`config.mk`:
```
export PLATFORM = sky130hd
export DESIGN_NAME = tag_proto_ctrl
export DESIGN_NICKNAME = d
export VERILOG_FILES = /design/src/tag_ctrl_pkg.sv /design/src/tag_proto_ctrl.sv /design/src/tag_block_mem.sv
export SDC_FILE = /design/constraint.sdc
export NUM_CORES = 1
export LEC_CHECK = 0
export ABC_AREA = 1
export BUFFER_PORTS_ARGS = -buffer_cell sky130_fd_sc_hd__buf_2
export CAP_MARGIN = 10
export CORE_MARGIN = 5
export CORE_UTILIZATION = 45
export DETAILED_ROUTE_END_ITERATION = 8
export GPL_TIMING_DRIVEN = 0
export PLACE_DENSITY = 0.71
export SLEW_MARGIN = 30
export SYNTH_ARGS = -nofsm -noshare
export SYNTH_HDL_FRONTEND = slang
export SYNTH_HIERARCHICAL = 1
export SYNTH_SLANG_ARGS = --single-unit
```
`constraint.sdc`:
```
create_clock -name CLK_I -period 7.7 [get_ports CLK_I]
set_input_delay 0.77 -clock CLK_I [delete_from_list [all_inputs] [get_ports CLK_I]]
set_output_delay 0.77 -clock CLK_I [all_outputs]
set_load 0.03 [all_outputs]
```
`src/tag_ctrl_pkg.sv`:
```
// Constants and types shared by the tag protocol controller
package tag_ctrl_pkg;
  localparam logic [7:0] CMD_WAKE     = 8'h06;
  localparam logic [7:0] SUB_WAKE     = 8'h00;
  localparam logic [7:0] SUB_POLL     = 8'h04;
  localparam logic [3:0] SLOT_CODE    = 4'h6;
  localparam logic [3:0] SLOT_NONE    = 4'h0;
  localparam logic [7:0] CMD_FETCH    = 8'h08;
  localparam logic [7:0] CMD_STORE    = 8'h09;
  localparam logic [7:0] CMD_SERIAL   = 8'h0b;
  localparam logic [7:0] CMD_PICK     = 8'h0e;
  localparam logic [7:0] CMD_RETIRE   = 8'h0f;
  localparam logic [7:0] ADDR_SYS     = 8'hff;
  localparam logic [3:0] ADDR_HI_ZERO = 4'h0;
  localparam logic [2:0] LEN_ONE      = 3'h1;
  localparam logic [2:0] LEN_TWO      = 3'h2;
  localparam logic [2:0] LEN_STORE    = 3'h6;
  localparam logic [2:0] LEN_OVER     = 3'h7;
  localparam int         RX_BYTES     = 6;
  localparam logic [3:0] ANS_HANDLE   = 4'h1;
  localparam logic [3:0] ANS_WORD     = 4'h4;
  localparam logic [3:0] ANS_UID      = 4'h8;
  localparam int         LOCK_LSB     = 16;
  localparam int         LOCK_W       = 16;
  localparam int         HANDLE_W     = 8;
  localparam int         NIB_W        = 4;
  localparam int         WORD_W       = 32;
  localparam int         BLOCKS       = 16;
  localparam logic [31:0] WORD_EMPTY  = 32'h0000_0000;
  localparam logic [15:0] LOCK_RESET  = 16'h0000;
  localparam logic [15:0] LFSR_SEED   = 16'hace1;
  localparam logic [1:0] KIND_SOF     = 2'h0;
  localparam logic [1:0] KIND_DATA    = 2'h1;
  localparam logic [1:0] KIND_CRC     = 2'h2;
  localparam logic [1:0] KIND_EOF     = 2'h3;

  typedef enum logic [2:0] {
    ST_IDLE, ST_SORT, ST_ACTIVE, ST_PARKED, ST_RETIRED
  } tag_state_t;

  typedef enum logic [2:0] {
    TX_IDLE, TX_SOF, TX_DATA, TX_CRC, TX_EOF
  } tx_state_t;
endpackage : tag_ctrl_pkg

```
`src/tag_proto_ctrl.sv`:
```
// Tag state machine, anticollision and system area protocol controller
`timescale 1ns/100ps
module tag_proto_ctrl
  import tag_ctrl_pkg::*;
#(
  parameter logic        MASK_EN   = 1'b0,
  parameter logic [31:0] SYS_RESET = 32'hffff_ffff,
  // Arbitrary serial number
  parameter logic [63:0] UID_VALUE = 64'h0123_4567_89ab_cdef
) (
  input  wire logic       CLK_I,
  input  wire logic       RST_I,
  input  wire logic       RX_SOF_I,
  input  wire logic       RX_VALID_I,
  input  wire logic [7:0] RX_DATA_I,
  input  wire logic       RX_EOF_I,
  input  wire logic       RX_CRC_OK_I,
  input  wire logic       TX_READY_I,
  output logic            TX_VALID_O,
  output logic      [1:0] TX_KIND_O,
  output logic      [7:0] TX_DATA_O,
  output logic      [2:0] STATE_O,
  output logic      [7:0] HANDLE_O,
  output logic     [15:0] LOCK_O
);
  tag_state_t          state_ff;
  tag_state_t          nxt_state;
  tx_state_t           tx_ff;
  logic                in_frame_ff;
  logic [2:0]          rx_cnt_ff;
  logic [7:0]          buf_ff [0:RX_BYTES-1];
  logic [HANDLE_W-1:0] handle_ff;
  logic [15:0]         lfsr_ff;
  logic [WORD_W-1:0]   sys_ff;
  logic [LOCK_W-1:0]   lock_ff;
  logic [63:0]         ans_ff;
  logic [3:0]          ans_cnt_ff;
  logic                fetch_ff;
  logic                fetch_sys_ff;
  logic [WORD_W-1:0]   mem_rdata;

  // Receive side: bytes collected between start and end of frame
  always_ff @(posedge CLK_I or posedge RST_I) begin
    if (RST_I) begin
      in_frame_ff <= 1'b0;
      rx_cnt_ff   <= 3'h0;
    end else if (RX_SOF_I) begin
      in_frame_ff <= 1'b1;
      rx_cnt_ff   <= 3'h0;
    end else if (RX_EOF_I) begin
      in_frame_ff <= 1'b0;
    end else if (RX_VALID_I && in_frame_ff && rx_cnt_ff != LEN_OVER) begin
      rx_cnt_ff <= rx_cnt_ff + 3'h1;
    end
  end

  for (genvar i = 0; i < RX_BYTES; i++) begin : g_rx
    always_ff @(posedge CLK_I or posedge RST_I) begin
      if (RST_I) begin
        buf_ff[i] <= 8'h00;
      end else if (RX_VALID_I && in_frame_ff && rx_cnt_ff == 3'(i)) begin
        buf_ff[i] <= RX_DATA_I;
      end
    end
  end

  // Frame acceptance and command decode
  wire       busy     = (tx_ff != TX_IDLE) || fetch_ff;
  wire       frame_ok = RX_EOF_I && in_frame_ff && RX_CRC_OK_I && !busy;
  wire [7:0] b0       = buf_ff[0];
  wire [7:0] b1       = buf_ff[1];
  wire       addr_sys = (b1 == ADDR_SYS);
  wire       addr_usr = (b1[7:4] == ADDR_HI_ZERO);
  wire [3:0] blk      = b1[3:0];
  wire [31:0] wdata   = {buf_ff[5], buf_ff[4], buf_ff[3], buf_ff[2]};

  wire is_wake   = rx_cnt_ff == LEN_TWO && b0 == CMD_WAKE && b1 == SUB_WAKE;
  wire is_poll   = rx_cnt_ff == LEN_TWO && b0 == CMD_WAKE && b1 == SUB_POLL;
  wire is_slot   = rx_cnt_ff == LEN_ONE && b0[3:0] == SLOT_CODE
                   && b0[7:4] != SLOT_NONE;
  wire is_fetch  = rx_cnt_ff == LEN_TWO && b0 == CMD_FETCH
                   && (addr_sys || addr_usr);
  wire is_store  = rx_cnt_ff == LEN_STORE && b0 == CMD_STORE
                   && (addr_sys || addr_usr);
  wire is_serial = rx_cnt_ff == LEN_ONE && b0 == CMD_SERIAL;
  wire is_pick   = rx_cnt_ff == LEN_TWO && b0 == CMD_PICK;
  wire is_retire = rx_cnt_ff == LEN_ONE && b0 == CMD_RETIRE;
  wire pick_hit  = is_pick && b1 == handle_ff;

  wire in_idle   = state_ff == ST_IDLE;
  wire in_sort   = state_ff == ST_SORT;
  wire in_active = state_ff == ST_ACTIVE;
  wire in_parked = state_ff == ST_PARKED;

  // Random source and next handle values
  wire        lfsr_fb  = lfsr_ff[15] ^ lfsr_ff[13] ^ lfsr_ff[12] ^ lfsr_ff[10];
  wire [7:0]  rnd_hdl  = MASK_EN ? sys_ff[HANDLE_W-1:0] : lfsr_ff[7:0];
  wire [3:0]  rnd_nib  = MASK_EN ? handle_ff[NIB_W-1:0] : lfsr_ff[11:8];
  wire [7:0]  poll_hdl = {handle_ff[7:4], rnd_nib};

  wire do_wake   = frame_ok && is_wake && (in_idle || in_sort);
  wire do_poll   = frame_ok && is_poll && in_sort;
  wire do_slot   = frame_ok && is_slot && in_sort;
  wire slot_hit  = do_slot && b0[7:4] == handle_ff[NIB_W-1:0];
  wire poll_hit  = do_poll && rnd_nib == SLOT_NONE;
  wire do_pick   = frame_ok && pick_hit
                   && (in_sort || in_active || in_parked);
  wire do_fetch  = frame_ok && is_fetch && in_active;
  wire do_store  = frame_ok && is_store && in_active;
  wire do_serial = frame_ok && is_serial && in_active;
  wire sys_frozen = (sys_ff == WORD_EMPTY);
  wire sys_wr    = do_store && addr_sys && !sys_frozen;
  wire mem_we    = do_store && addr_usr && lock_ff[blk];

  // Tag state transitions; anything not listed is dropped
  always_comb begin
    nxt_state = state_ff;
    if (frame_ok) begin
      unique case (state_ff)
        ST_IDLE:    if (is_wake) nxt_state = ST_SORT;
        ST_SORT:    if (pick_hit) nxt_state = ST_ACTIVE;
        ST_ACTIVE: begin
          if (is_pick && !pick_hit) nxt_state = ST_PARKED;
          else if (is_retire) nxt_state = ST_RETIRED;
        end
        ST_PARKED:  if (pick_hit) nxt_state = ST_ACTIVE;
        ST_RETIRED: nxt_state = ST_RETIRED;
      endcase
    end
  end

  always_ff @(posedge CLK_I or posedge RST_I) begin
    if (RST_I) begin
      state_ff <= ST_IDLE;
      lfsr_ff  <= LFSR_SEED;
    end else begin
      state_ff <= nxt_state;
      lfsr_ff  <= {lfsr_ff[14:0], lfsr_fb};
    end
  end

  // Handle: fresh in idle, on wake in sorting, nibble on poll
  always_ff @(posedge CLK_I or posedge RST_I) begin
    if (RST_I) begin
      handle_ff <= 8'h00;
    end else if (in_idle && !do_wake) begin
      handle_ff <= rnd_hdl;
    end else if (do_wake) begin
      handle_ff <= rnd_hdl;
    end else if (do_poll) begin
      handle_ff <= poll_hdl;
    end
  end

  // System word and the lock image used by the store path
  always_ff @(posedge CLK_I or posedge RST_I) begin
    if (RST_I) begin
      sys_ff  <= SYS_RESET;
      lock_ff <= LOCK_RESET;
    end else begin
      if (sys_wr) begin
        sys_ff <= sys_ff & wdata;
      end
      if (do_pick) begin
        lock_ff <= sys_ff[LOCK_LSB +: LOCK_W];
      end
    end
  end

  tag_block_mem #(
    .WIDTH (WORD_W),
    .DEPTH (BLOCKS),
    .AW    (NIB_W),
    .INIT  (SYS_RESET)
  ) u_mem (
    .clk_i   (CLK_I),
    .we_i    (mem_we),
    .addr_i  (blk),
    .wdata_i (wdata),
    .rdata_o (mem_rdata)
  );

  // Fetch waits one cycle for the registered memory read
  always_ff @(posedge CLK_I or posedge RST_I) begin
    if (RST_I) begin
      fetch_ff     <= 1'b0;
      fetch_sys_ff <= 1'b0;
    end else begin
      fetch_ff     <= do_fetch;
      fetch_sys_ff <= do_fetch && addr_sys;
    end
  end

  // Answer load selection
  wire        ans_hdl  = do_wake || poll_hit || slot_hit || do_pick;
  wire [31:0] fetch_w  = fetch_sys_ff ? sys_ff : mem_rdata;
  wire        ans_load = ans_hdl || fetch_ff || do_serial;
  wire [7:0]  hdl_val  = do_wake ? rnd_hdl : (do_poll ? poll_hdl : handle_ff);
  wire [63:0] ans_val  = fetch_ff  ? {32'h0000_0000, fetch_w} :
                         do_serial ? UID_VALUE : {56'h0, hdl_val};
  wire [3:0]  ans_len  = fetch_ff  ? ANS_WORD :
                         do_serial ? ANS_UID : ANS_HANDLE;
  wire        tx_take  = TX_VALID_O && TX_READY_I;

  // Answer framing: SOF, data bytes low first, CRC request, EOF
  always_ff @(posedge CLK_I or posedge RST_I) begin
    if (RST_I) begin
      tx_ff      <= TX_IDLE;
      ans_ff     <= 64'h0;
      ans_cnt_ff <= 4'h0;
    end else begin
      unique case (tx_ff)
        TX_IDLE: if (ans_load) begin
          tx_ff      <= TX_SOF;
          ans_ff     <= ans_val;
          ans_cnt_ff <= ans_len;
        end
        TX_SOF:  if (tx_take) tx_ff <= TX_DATA;
        TX_DATA: if (tx_take) begin
          ans_ff     <= {8'h00, ans_ff[63:8]};
          ans_cnt_ff <= ans_cnt_ff - 4'h1;
          if (ans_cnt_ff == ANS_HANDLE) tx_ff <= TX_CRC;
        end
        TX_CRC:  if (tx_take) tx_ff <= TX_EOF;
        TX_EOF:  if (tx_take) tx_ff <= TX_IDLE;
        default: tx_ff <= TX_IDLE;
      endcase
    end
  end

  assign TX_VALID_O = (tx_ff != TX_IDLE);
  assign TX_KIND_O  = (tx_ff == TX_SOF)  ? KIND_SOF :
                      (tx_ff == TX_DATA) ? KIND_DATA :
                      (tx_ff == TX_CRC)  ? KIND_CRC : KIND_EOF;
  assign TX_DATA_O  = ans_ff[7:0];
  assign STATE_O    = state_ff;
  assign HANDLE_O   = handle_ff;
  assign LOCK_O     = lock_ff;
endmodule : tag_proto_ctrl

```
`src/tag_block_mem.sv`:
```
// User block store with registered read data
`timescale 1ns/100ps
module tag_block_mem #(
  parameter int          WIDTH = 32,
  parameter int          DEPTH = 16,
  parameter int          AW    = 4,
  parameter logic [31:0] INIT  = 32'hffff_ffff
) (
  input  wire logic             clk_i,
  input  wire logic             we_i,
  input  wire logic [AW-1:0]    addr_i,
  input  wire logic [WIDTH-1:0] wdata_i,
  output logic      [WIDTH-1:0] rdata_o
);
  logic [WIDTH-1:0] mem_ff [0:DEPTH-1];

  // Fresh part content
  initial begin
    for (int i = 0; i < DEPTH; i++) begin
      mem_ff[i] = INIT[WIDTH-1:0];
    end
  end

  always_ff @(posedge clk_i) begin
    if (we_i) begin
      mem_ff[addr_i] <= wdata_i;
    end
    rdata_o <= mem_ff[addr_i];
  end
endmodule : tag_block_mem

```
# [Word-level counts from Yosys, hierarchy flattened]
# Memory sizes are Yosys's and may differ from the RTL's. A register that Yosys moved wholly into a read port is not among the register bits.
# Cells that the tools add are included.
[op_classes] add_sub_neg=2 order_cmp=1 eq_ne=37 muxes=38 n_bitwise=4 n_reduce_logical=79
[ops] operator="$mux 64" n=2
[ops] operator="$pmux 64 s2" n=1
[ops] operator="$mux 57" n=2
[ops] operator="$logic_and 1x1->1" n=48
[ops] operator="$eq 8x4->1 const B" n=5
[ops] operator="$mux 3" n=13
[ops] operator="$and 32x32->32" n=1
[ops] operator="$logic_not 32->1" n=1
[ops] operator="$mux 32" n=1
[ops] operator="$mux 4" n=5
[ops] operator="$eq 3x2->1 const B" n=6
[ops] operator="$eq 8x3->1 const B" n=2
[ops] operator="$mux 8" n=2
[ops] operator="$ne 2x2->1 const B" n=8
[ops] operator="$eq 3x3->1 const B" n=5
[ops] operator="$pmux 3 s5" n=1
[ops] operator="$pmux 3 s4" n=1
[ops] operator="$logic_or 1x1->1" n=10
[ops] operator="$eq 3x1->1 const B" n=3
[ops] operator="$logic_not 3->1" n=3
[ops] operator="$eq 8x8->1" n=1
[ops] operator="$eq 8x8->1 const B" n=1
[ops] operator="$logic_not 4->1" n=2
[ops] operator="$logic_not 8->1" n=1
[ops] operator="other kinds (23)" n=36
[totals] ff_bits=200 mem_bits_rw=512 inputBits=15 out_inout_bits=38 memories=1
[memory_table] name="u_mem.mem_ff" words=16 width=32 read_ports=1 rd_ports_with_merged_regs=1 wr=1 line_no="tag_block_mem.sv:15" text="logic [WIDTH-1:0] mem_ff [0:DEPTH-1];"

# [Longest topological paths before layout]
[depth] ltp_word=14 depth_mapped=15 depth_no_buf=14

# [Cells and area by module]
# The synthesis kept the hierarchy.
[by_module_without_submodules] module="tag_block_mem" instances=1 cells_each=2113 area_per_inst_um2=22213.8 seq_area_each_um2=16015.4
[by_module_without_submodules] module="tag_proto_ctrl" instances=1 cells_each=1035 area_per_inst_um2=8559.5 seq_area_each_um2=4404.2

# [Worst setup path after synthesis]
# Ideal clock, no wire load.
[synth_timing] kind="input port to flip-flop" from="input RX_CRC_OK_I" to="memory u_mem.mem_ff[3][0], enable pin" setup_ns=0.421 arrival_time_ns=3.189 t_required_ns=7.279 setup_slack_ns=4.090 stages=7 path_buffers=1 path_cell_list="nand4_1 > nor2_4 > buf_6 > nand4_1 > nor3_1 > nand3_1 > nor2_1"
[synth_between] elab_chain_len=8
[synth_lines] element="from (decl)" line_no="tag_proto_ctrl.sv:17" text="input wire logic RX_CRC_OK_I,"
[synth_lines] element="$logic_and 1x1->1 (2 in a row)" line_no="tag_proto_ctrl.sv:69" text="wire frame_ok = RX_EOF_I && in_frame_ff && RX_CRC_OK_I && !busy;"
[synth_lines] element="$logic_and 1x1->1 (2 in a row)" line_no="tag_proto_ctrl.sv:109" text="wire do_store = frame_ok && is_store && in_active;"
[synth_lines] element="$logic_and 1x1->1 (2 in a row)" line_no="tag_proto_ctrl.sv:113" text="wire mem_we = do_store && addr_usr && lock_ff[blk];"
[synth_lines] element="net mem_we" line_no="tag_proto_ctrl.sv:113"
[synth_lines] element="$mux 1" line_no="tag_block_mem.sv:25" text="if (we_i) begin"
[synth_lines] element="$mux 1 (not written as such)" line_no="tag_block_mem.sv:26" text="mem_ff[addr_i] <= wdata_i;"
[synth_lines] element="to (decl)" line_no="tag_block_mem.sv:15"
# The timed path passes the listed nets, and every way through them passes these cells.

# [Final worst setup path]
[layout_timing] from="register fetch_ff" to="memory u_mem.mem_ff[1][22], enable pin"
[layout_between] elab_chain_len=9
[layout_lines] element="from (decl)" line_no="tag_proto_ctrl.sv:38" text="logic fetch_ff;"
[layout_lines] element="from (signal assigned)" line_no="tag_proto_ctrl.sv:189" text="fetch_ff <= do_fetch;"
[layout_lines] element="$logic_or 1x1->1" line_no="tag_proto_ctrl.sv:68" text="wire busy = (tx_ff != TX_IDLE) || fetch_ff;"
[layout_lines] element="$logic_not 1->1" line_no="tag_proto_ctrl.sv:69"
[layout_lines] element="$logic_and 1x1->1" line_no="tag_proto_ctrl.sv:69"
[layout_lines] element="$logic_and 1x1->1 (2 in a row)" line_no="tag_proto_ctrl.sv:109"
[layout_lines] element="$logic_and 1x1->1 (2 in a row)" line_no="tag_proto_ctrl.sv:113"
[layout_lines] element="net mem_we" line_no="tag_proto_ctrl.sv:113"
[layout_lines] element="$mux 1" line_no="tag_block_mem.sv:25"
[layout_lines] element="$mux 1 (not written as such)" line_no="tag_block_mem.sv:26"
# The timed path passes the listed nets, and every way through them passes these cells.

==> impl_metrics.py <==
metrics = {
    "outcome": {
        "outcome": "complete, no violations",
    },
    "place": {
        "port_buffers": 52,
        "dp_hpwl_um": 57900,
        "gp_congestion": 0.894,
        "dpl.cell_count": 4099,
    },
    "logic_synthesis": {
        "yosysWarnings": 6,
        "synthArstFlopShare_pct": 24.2,
        "ys_ff_latch": 718,
        "synth_area_per_cell_um2": 9.78,
        "mappedNetlistArea_um2": 30800,
        "ys_seq_area_share_pct": 66.4,
        "ys.flop_type": "edfxtp_1",
        "synth_edf_count": 512,
        "syn_inst": 3148,
        "synth.net_count": 3171,
        "netlist-cell-type-count": 48,
    },
    "power_and_ir_drop": {
        "powerDensity_nw_per_um2": 315,
        "switchingPower_mw": 3.78,
        "p_sw_share_pct": 34.1,
        "clkPwrFrac_pct": 30.4,
        "vdd_drop_max_v": 0.000249,
        "p_leak_nw": 15.5,
        "seqPwrFrac_pct": 44.5,
        "share_comb_of_total_power_pct": 25.1,
        "internal_power_mw": 7.31,
    },
    "floorplanning": {
        "rows": 95,
        "die_area_um2": 73700,
        "coreArea_um2": 67500,
        "io-pin-count": 53,
        "start_util_pct": 45.6,
        "die_w_um": 272,
        "die_height_um": 272,
    },
    "timing": {
        "worst_slew_pin_slew_ns": 0.875,
        "period_minus_slack_ns": 3.98,
        "tns_ns": 0,
        "fmax_ghz": 0.251,
        "finalSetupViolations": 0,
        "rsz0062_at_grt": "no",
        "period_share_pct": 51.7,
        "relSlewSlack_pct": 41.5,
        "hold_viol_final": 0,
        "fin_worst_skew_ns": 0.0208,
        "slew_violations": 0,
    },
    "detailed_routing": {
        "drtPass1Iterations": 6,
        "vias": 22300,
        "ant_nets": 0,
        "route.detailed.drc": 0,
        "detail_route.wl_per_cell_um": 19.6,
        "via_per_inst": 5.27,
        "drtIter0Drc": 2635,
        "wl_um": 83000,
    },
    "critical_path": {
        "rr_startpoint": "fetch_ff",
        "reg2reg_depth": 10,
        "startpoint_type": "register",
        "crit_path_max_incr_delay_ns": 0.71,
        "worstPathCellList": "inv_2, nand4_1, nor2_4, buf_6, nand4_1, nor3_1, nand3_1, nor2_4, buf_16, buf_16",
        "critical_path.max_fanout": 13,
        "criticalPathCategory": "register to register",
        "r2r-end": "u_mem/mem_ff[1][22]",
        "critical_path_arrival_ns": 4.29,
        "rrSetupSlack_ns": 3.72,
        "required_ns": 8.01,
        "timing.critical_path.to_type": "register",
        "critPathSlowestCell": "nor3_1",
    },
    "layout": {
        "n_fill_cell": 5802,
        "nets": 3320,
        "drive_gt1_share_pct": 11.6,
        "fin_cells": 4222,
        "post-route-util_pct": 52.1,
        "syn_to_final_growth_pct": 14.3,
    },
    "cts": {
        "cts_setup_buffers": 0,
        "clk_latency_ns": 0.61,
        "clk_pin_slew_ns": 0.06,
        "cts_tree": "done",
        "cts_hold_buf": 0,
        "cts_inserted_buffers": 69,
        "cts.sinks": 718,
        "ctsHtreeMaxLevel": 3,
        "cts_buffer_depth": 3,
        "cts_resized": 0,
        "ctsRootBufferMaster": "clkbuf_16",
    },
    "min_path": {
        "min_path_type": "primary input to async pin",
    },
    "global_routing": {
        "grt_start_max_net_pins": 80,
        "grtUsageTotal_pct": 22.3,
        "antenna_found_initial": 1,
        "grt_pass1_wl_um": 126000,
        "grt_pass1_vias": 21300,
        "grt-ovfl-total": 0,
    },
    "job": {
        "drv_cap": 0,
    },
}
## sequential cells by signal, indices dropped and copies added (netlist names), 4 cells and up
signal	cells
ans_ff	38
b0	8
LOCK_O	16
u_mem/mem_ff	512
HANDLE_O	8
ans_cnt_ff	4
u_mem/rdata_o	32
sys_ff	32
lfsr_ff	16
b1	8
buf_ff	32
## layout by cell type (no fill, tap or decap), types with 5 or more instances in the layout
master,n
nand3_1,35
a21oi_1,61
nor2_2,8
a31oi_1,10
a221oi_1,11
nand2_2,5
clkinv_1,14
clkbuf_1,50
nand4_1,25
buf_16,22
nor2_1,43
buf_4,27
nand2_1,1673
o21ai_0,110
dfstp_2,40
bufinv_16,5
ha_1,8
inv_1,194
o21ai_1,9
buf_2,98
nor3_1,8
inv_2,14
dfrtp_1,134
edfxtp_1,512
buf_6,29
xnor2_1,7
o21ai_2,15
buf_1,6
dfxtp_1,32
clkbuf_8,6
nor2_4,20
clkbuf_16,74
## Yosys cell counts, drive strengths merged, types with 2 or more instances
cell type | instances | area, um2
dfxtp | 32 | 641
nand3 | 41 | 250
ha | 8 | 100
dfstp | 40 | 1050
buf | 110 | 812
nor2 | 71 | 317
o22ai | 3 | 18.8
nand2 | 1680 | 6340
o21ai | 134 | 727
nor3 | 10 | 61.3
inv | 211 | 805
a31oi | 10 | 62.6
a221oi | 11 | 96.3
xnor2 | 7 | 61.3
nand4 | 26 | 169
or2 | 2 | 12.5
edfxtp | 512 | 15400
dfrtp | 134 | 3350
a22oi | 2 | 15.0
nor4 | 4 | 25.0
a21oi | 62 | 314
clkbuf | 32 | 120
## worst max-delay path: cells and delay by family, from the launching register on
family	cells	cell delay [ns]
buf+inv	4	0.82
simple gates	6	2.45
flops	1	0.42
## worst max-delay path by stage
stage               startpoint                  end  slack [ns]  cells past startpoint
floorplan                RST_I          HANDLE_O[0]        2.28                      1
global placement         RST_I            buf_ff[1]        0.21                      2
detailed placement    RX_EOF_I  u_mem/mem_ff[1][14]        3.67                     10
CTS                   fetch_ff  u_mem/mem_ff[1][22]        3.86                     10
global route          fetch_ff  u_mem/mem_ff[1][22]        3.73                     10
finish                fetch_ff  u_mem/mem_ff[1][22]        3.72                     10
## logic make-up (layout without fill, tap and decap cells)
| kind of cell | count (synthesis) | after routing | synth area share (%) |
|---|---|---|---|
| AOI/OAI and AO/OA | 226 | 226 | 4.11 |
| buffers and inverters | 353 | 553 | 5.64 |
| and+or+nand+nor | 1835 | 1835 | 23.3 |
| DFF | 718 | 718 | 66.4 |
| adders and majority gates | 8 | 8 | 0.325 |
| xor gates and xnor gates | 8 | 8 | 0.228 |
| other | 0 | 1 | 0 |
## metrics by stage
step / power (mW) / worst slack (ns) / hold slack, ns / instance area [um2]
2_1_floorplan: 6.63 / 2.28 / 0.333 / 30800
3_3_place_gp: 7.66 / 0.208 / 0.335 / 32100
3_5_place_dp: 7.74 / 3.67 / 0.349 / 32900
4_1_cts: 11.1 / 3.86 / 0.103 / 35200
5_1_grt: 11.6 / 3.73 / 0.127 / 35200
6_report: 11.1 / 3.72 / 0.114 / 35200
## final cells by class
| class | instances | area [um2] | share of cell area (%) |
|---|---|---|---|
| antenna | 1 | 2.50 | 0.00712 |
| buffer | 142 | 932 | 2.65 |
| clock buffer | 98 | 2000 | 5.69 |
| clock inverter | 24 | 230 | 0.655 |
| inverter | 211 | 812 | 2.31 |
| multi-input combinational | 2077 | 8740 | 24.9 |
| sequential | 718 | 20400 | 58.1 |
| tap | 873 | 1090 | 3.11 |
| timing repair buffer | 78 | 936 | 2.66 |
## routing by layer
metal  GRT usage [%]  routed length, um  vias up  share of wire [%]
met4            10.4               3890        2                4.7
li1                -                  -    10400                  -
met3            4.17               7750      204                9.3
met2            35.7              38400     1023                 46
met5               0                 13        -              0.016
met1            29.8              33000    10600                 40
## power by group through the flow
stage / clock network [mW] / logic, mW / registers, mW
3_5_place_dp: 0 / 2.72 / 5.02
4_1_cts: 3.40 / 2.75 / 4.94
3_3_place_gp: 0 / 2.66 / 5.01
2_1_floorplan: 0 / 1.82 / 4.81
5_1_grt: 3.57 / 3.07 / 4.97
6_report: 3.37 / 2.78 / 4.94
No activity file was read; power rests on OpenSTA's default activity.
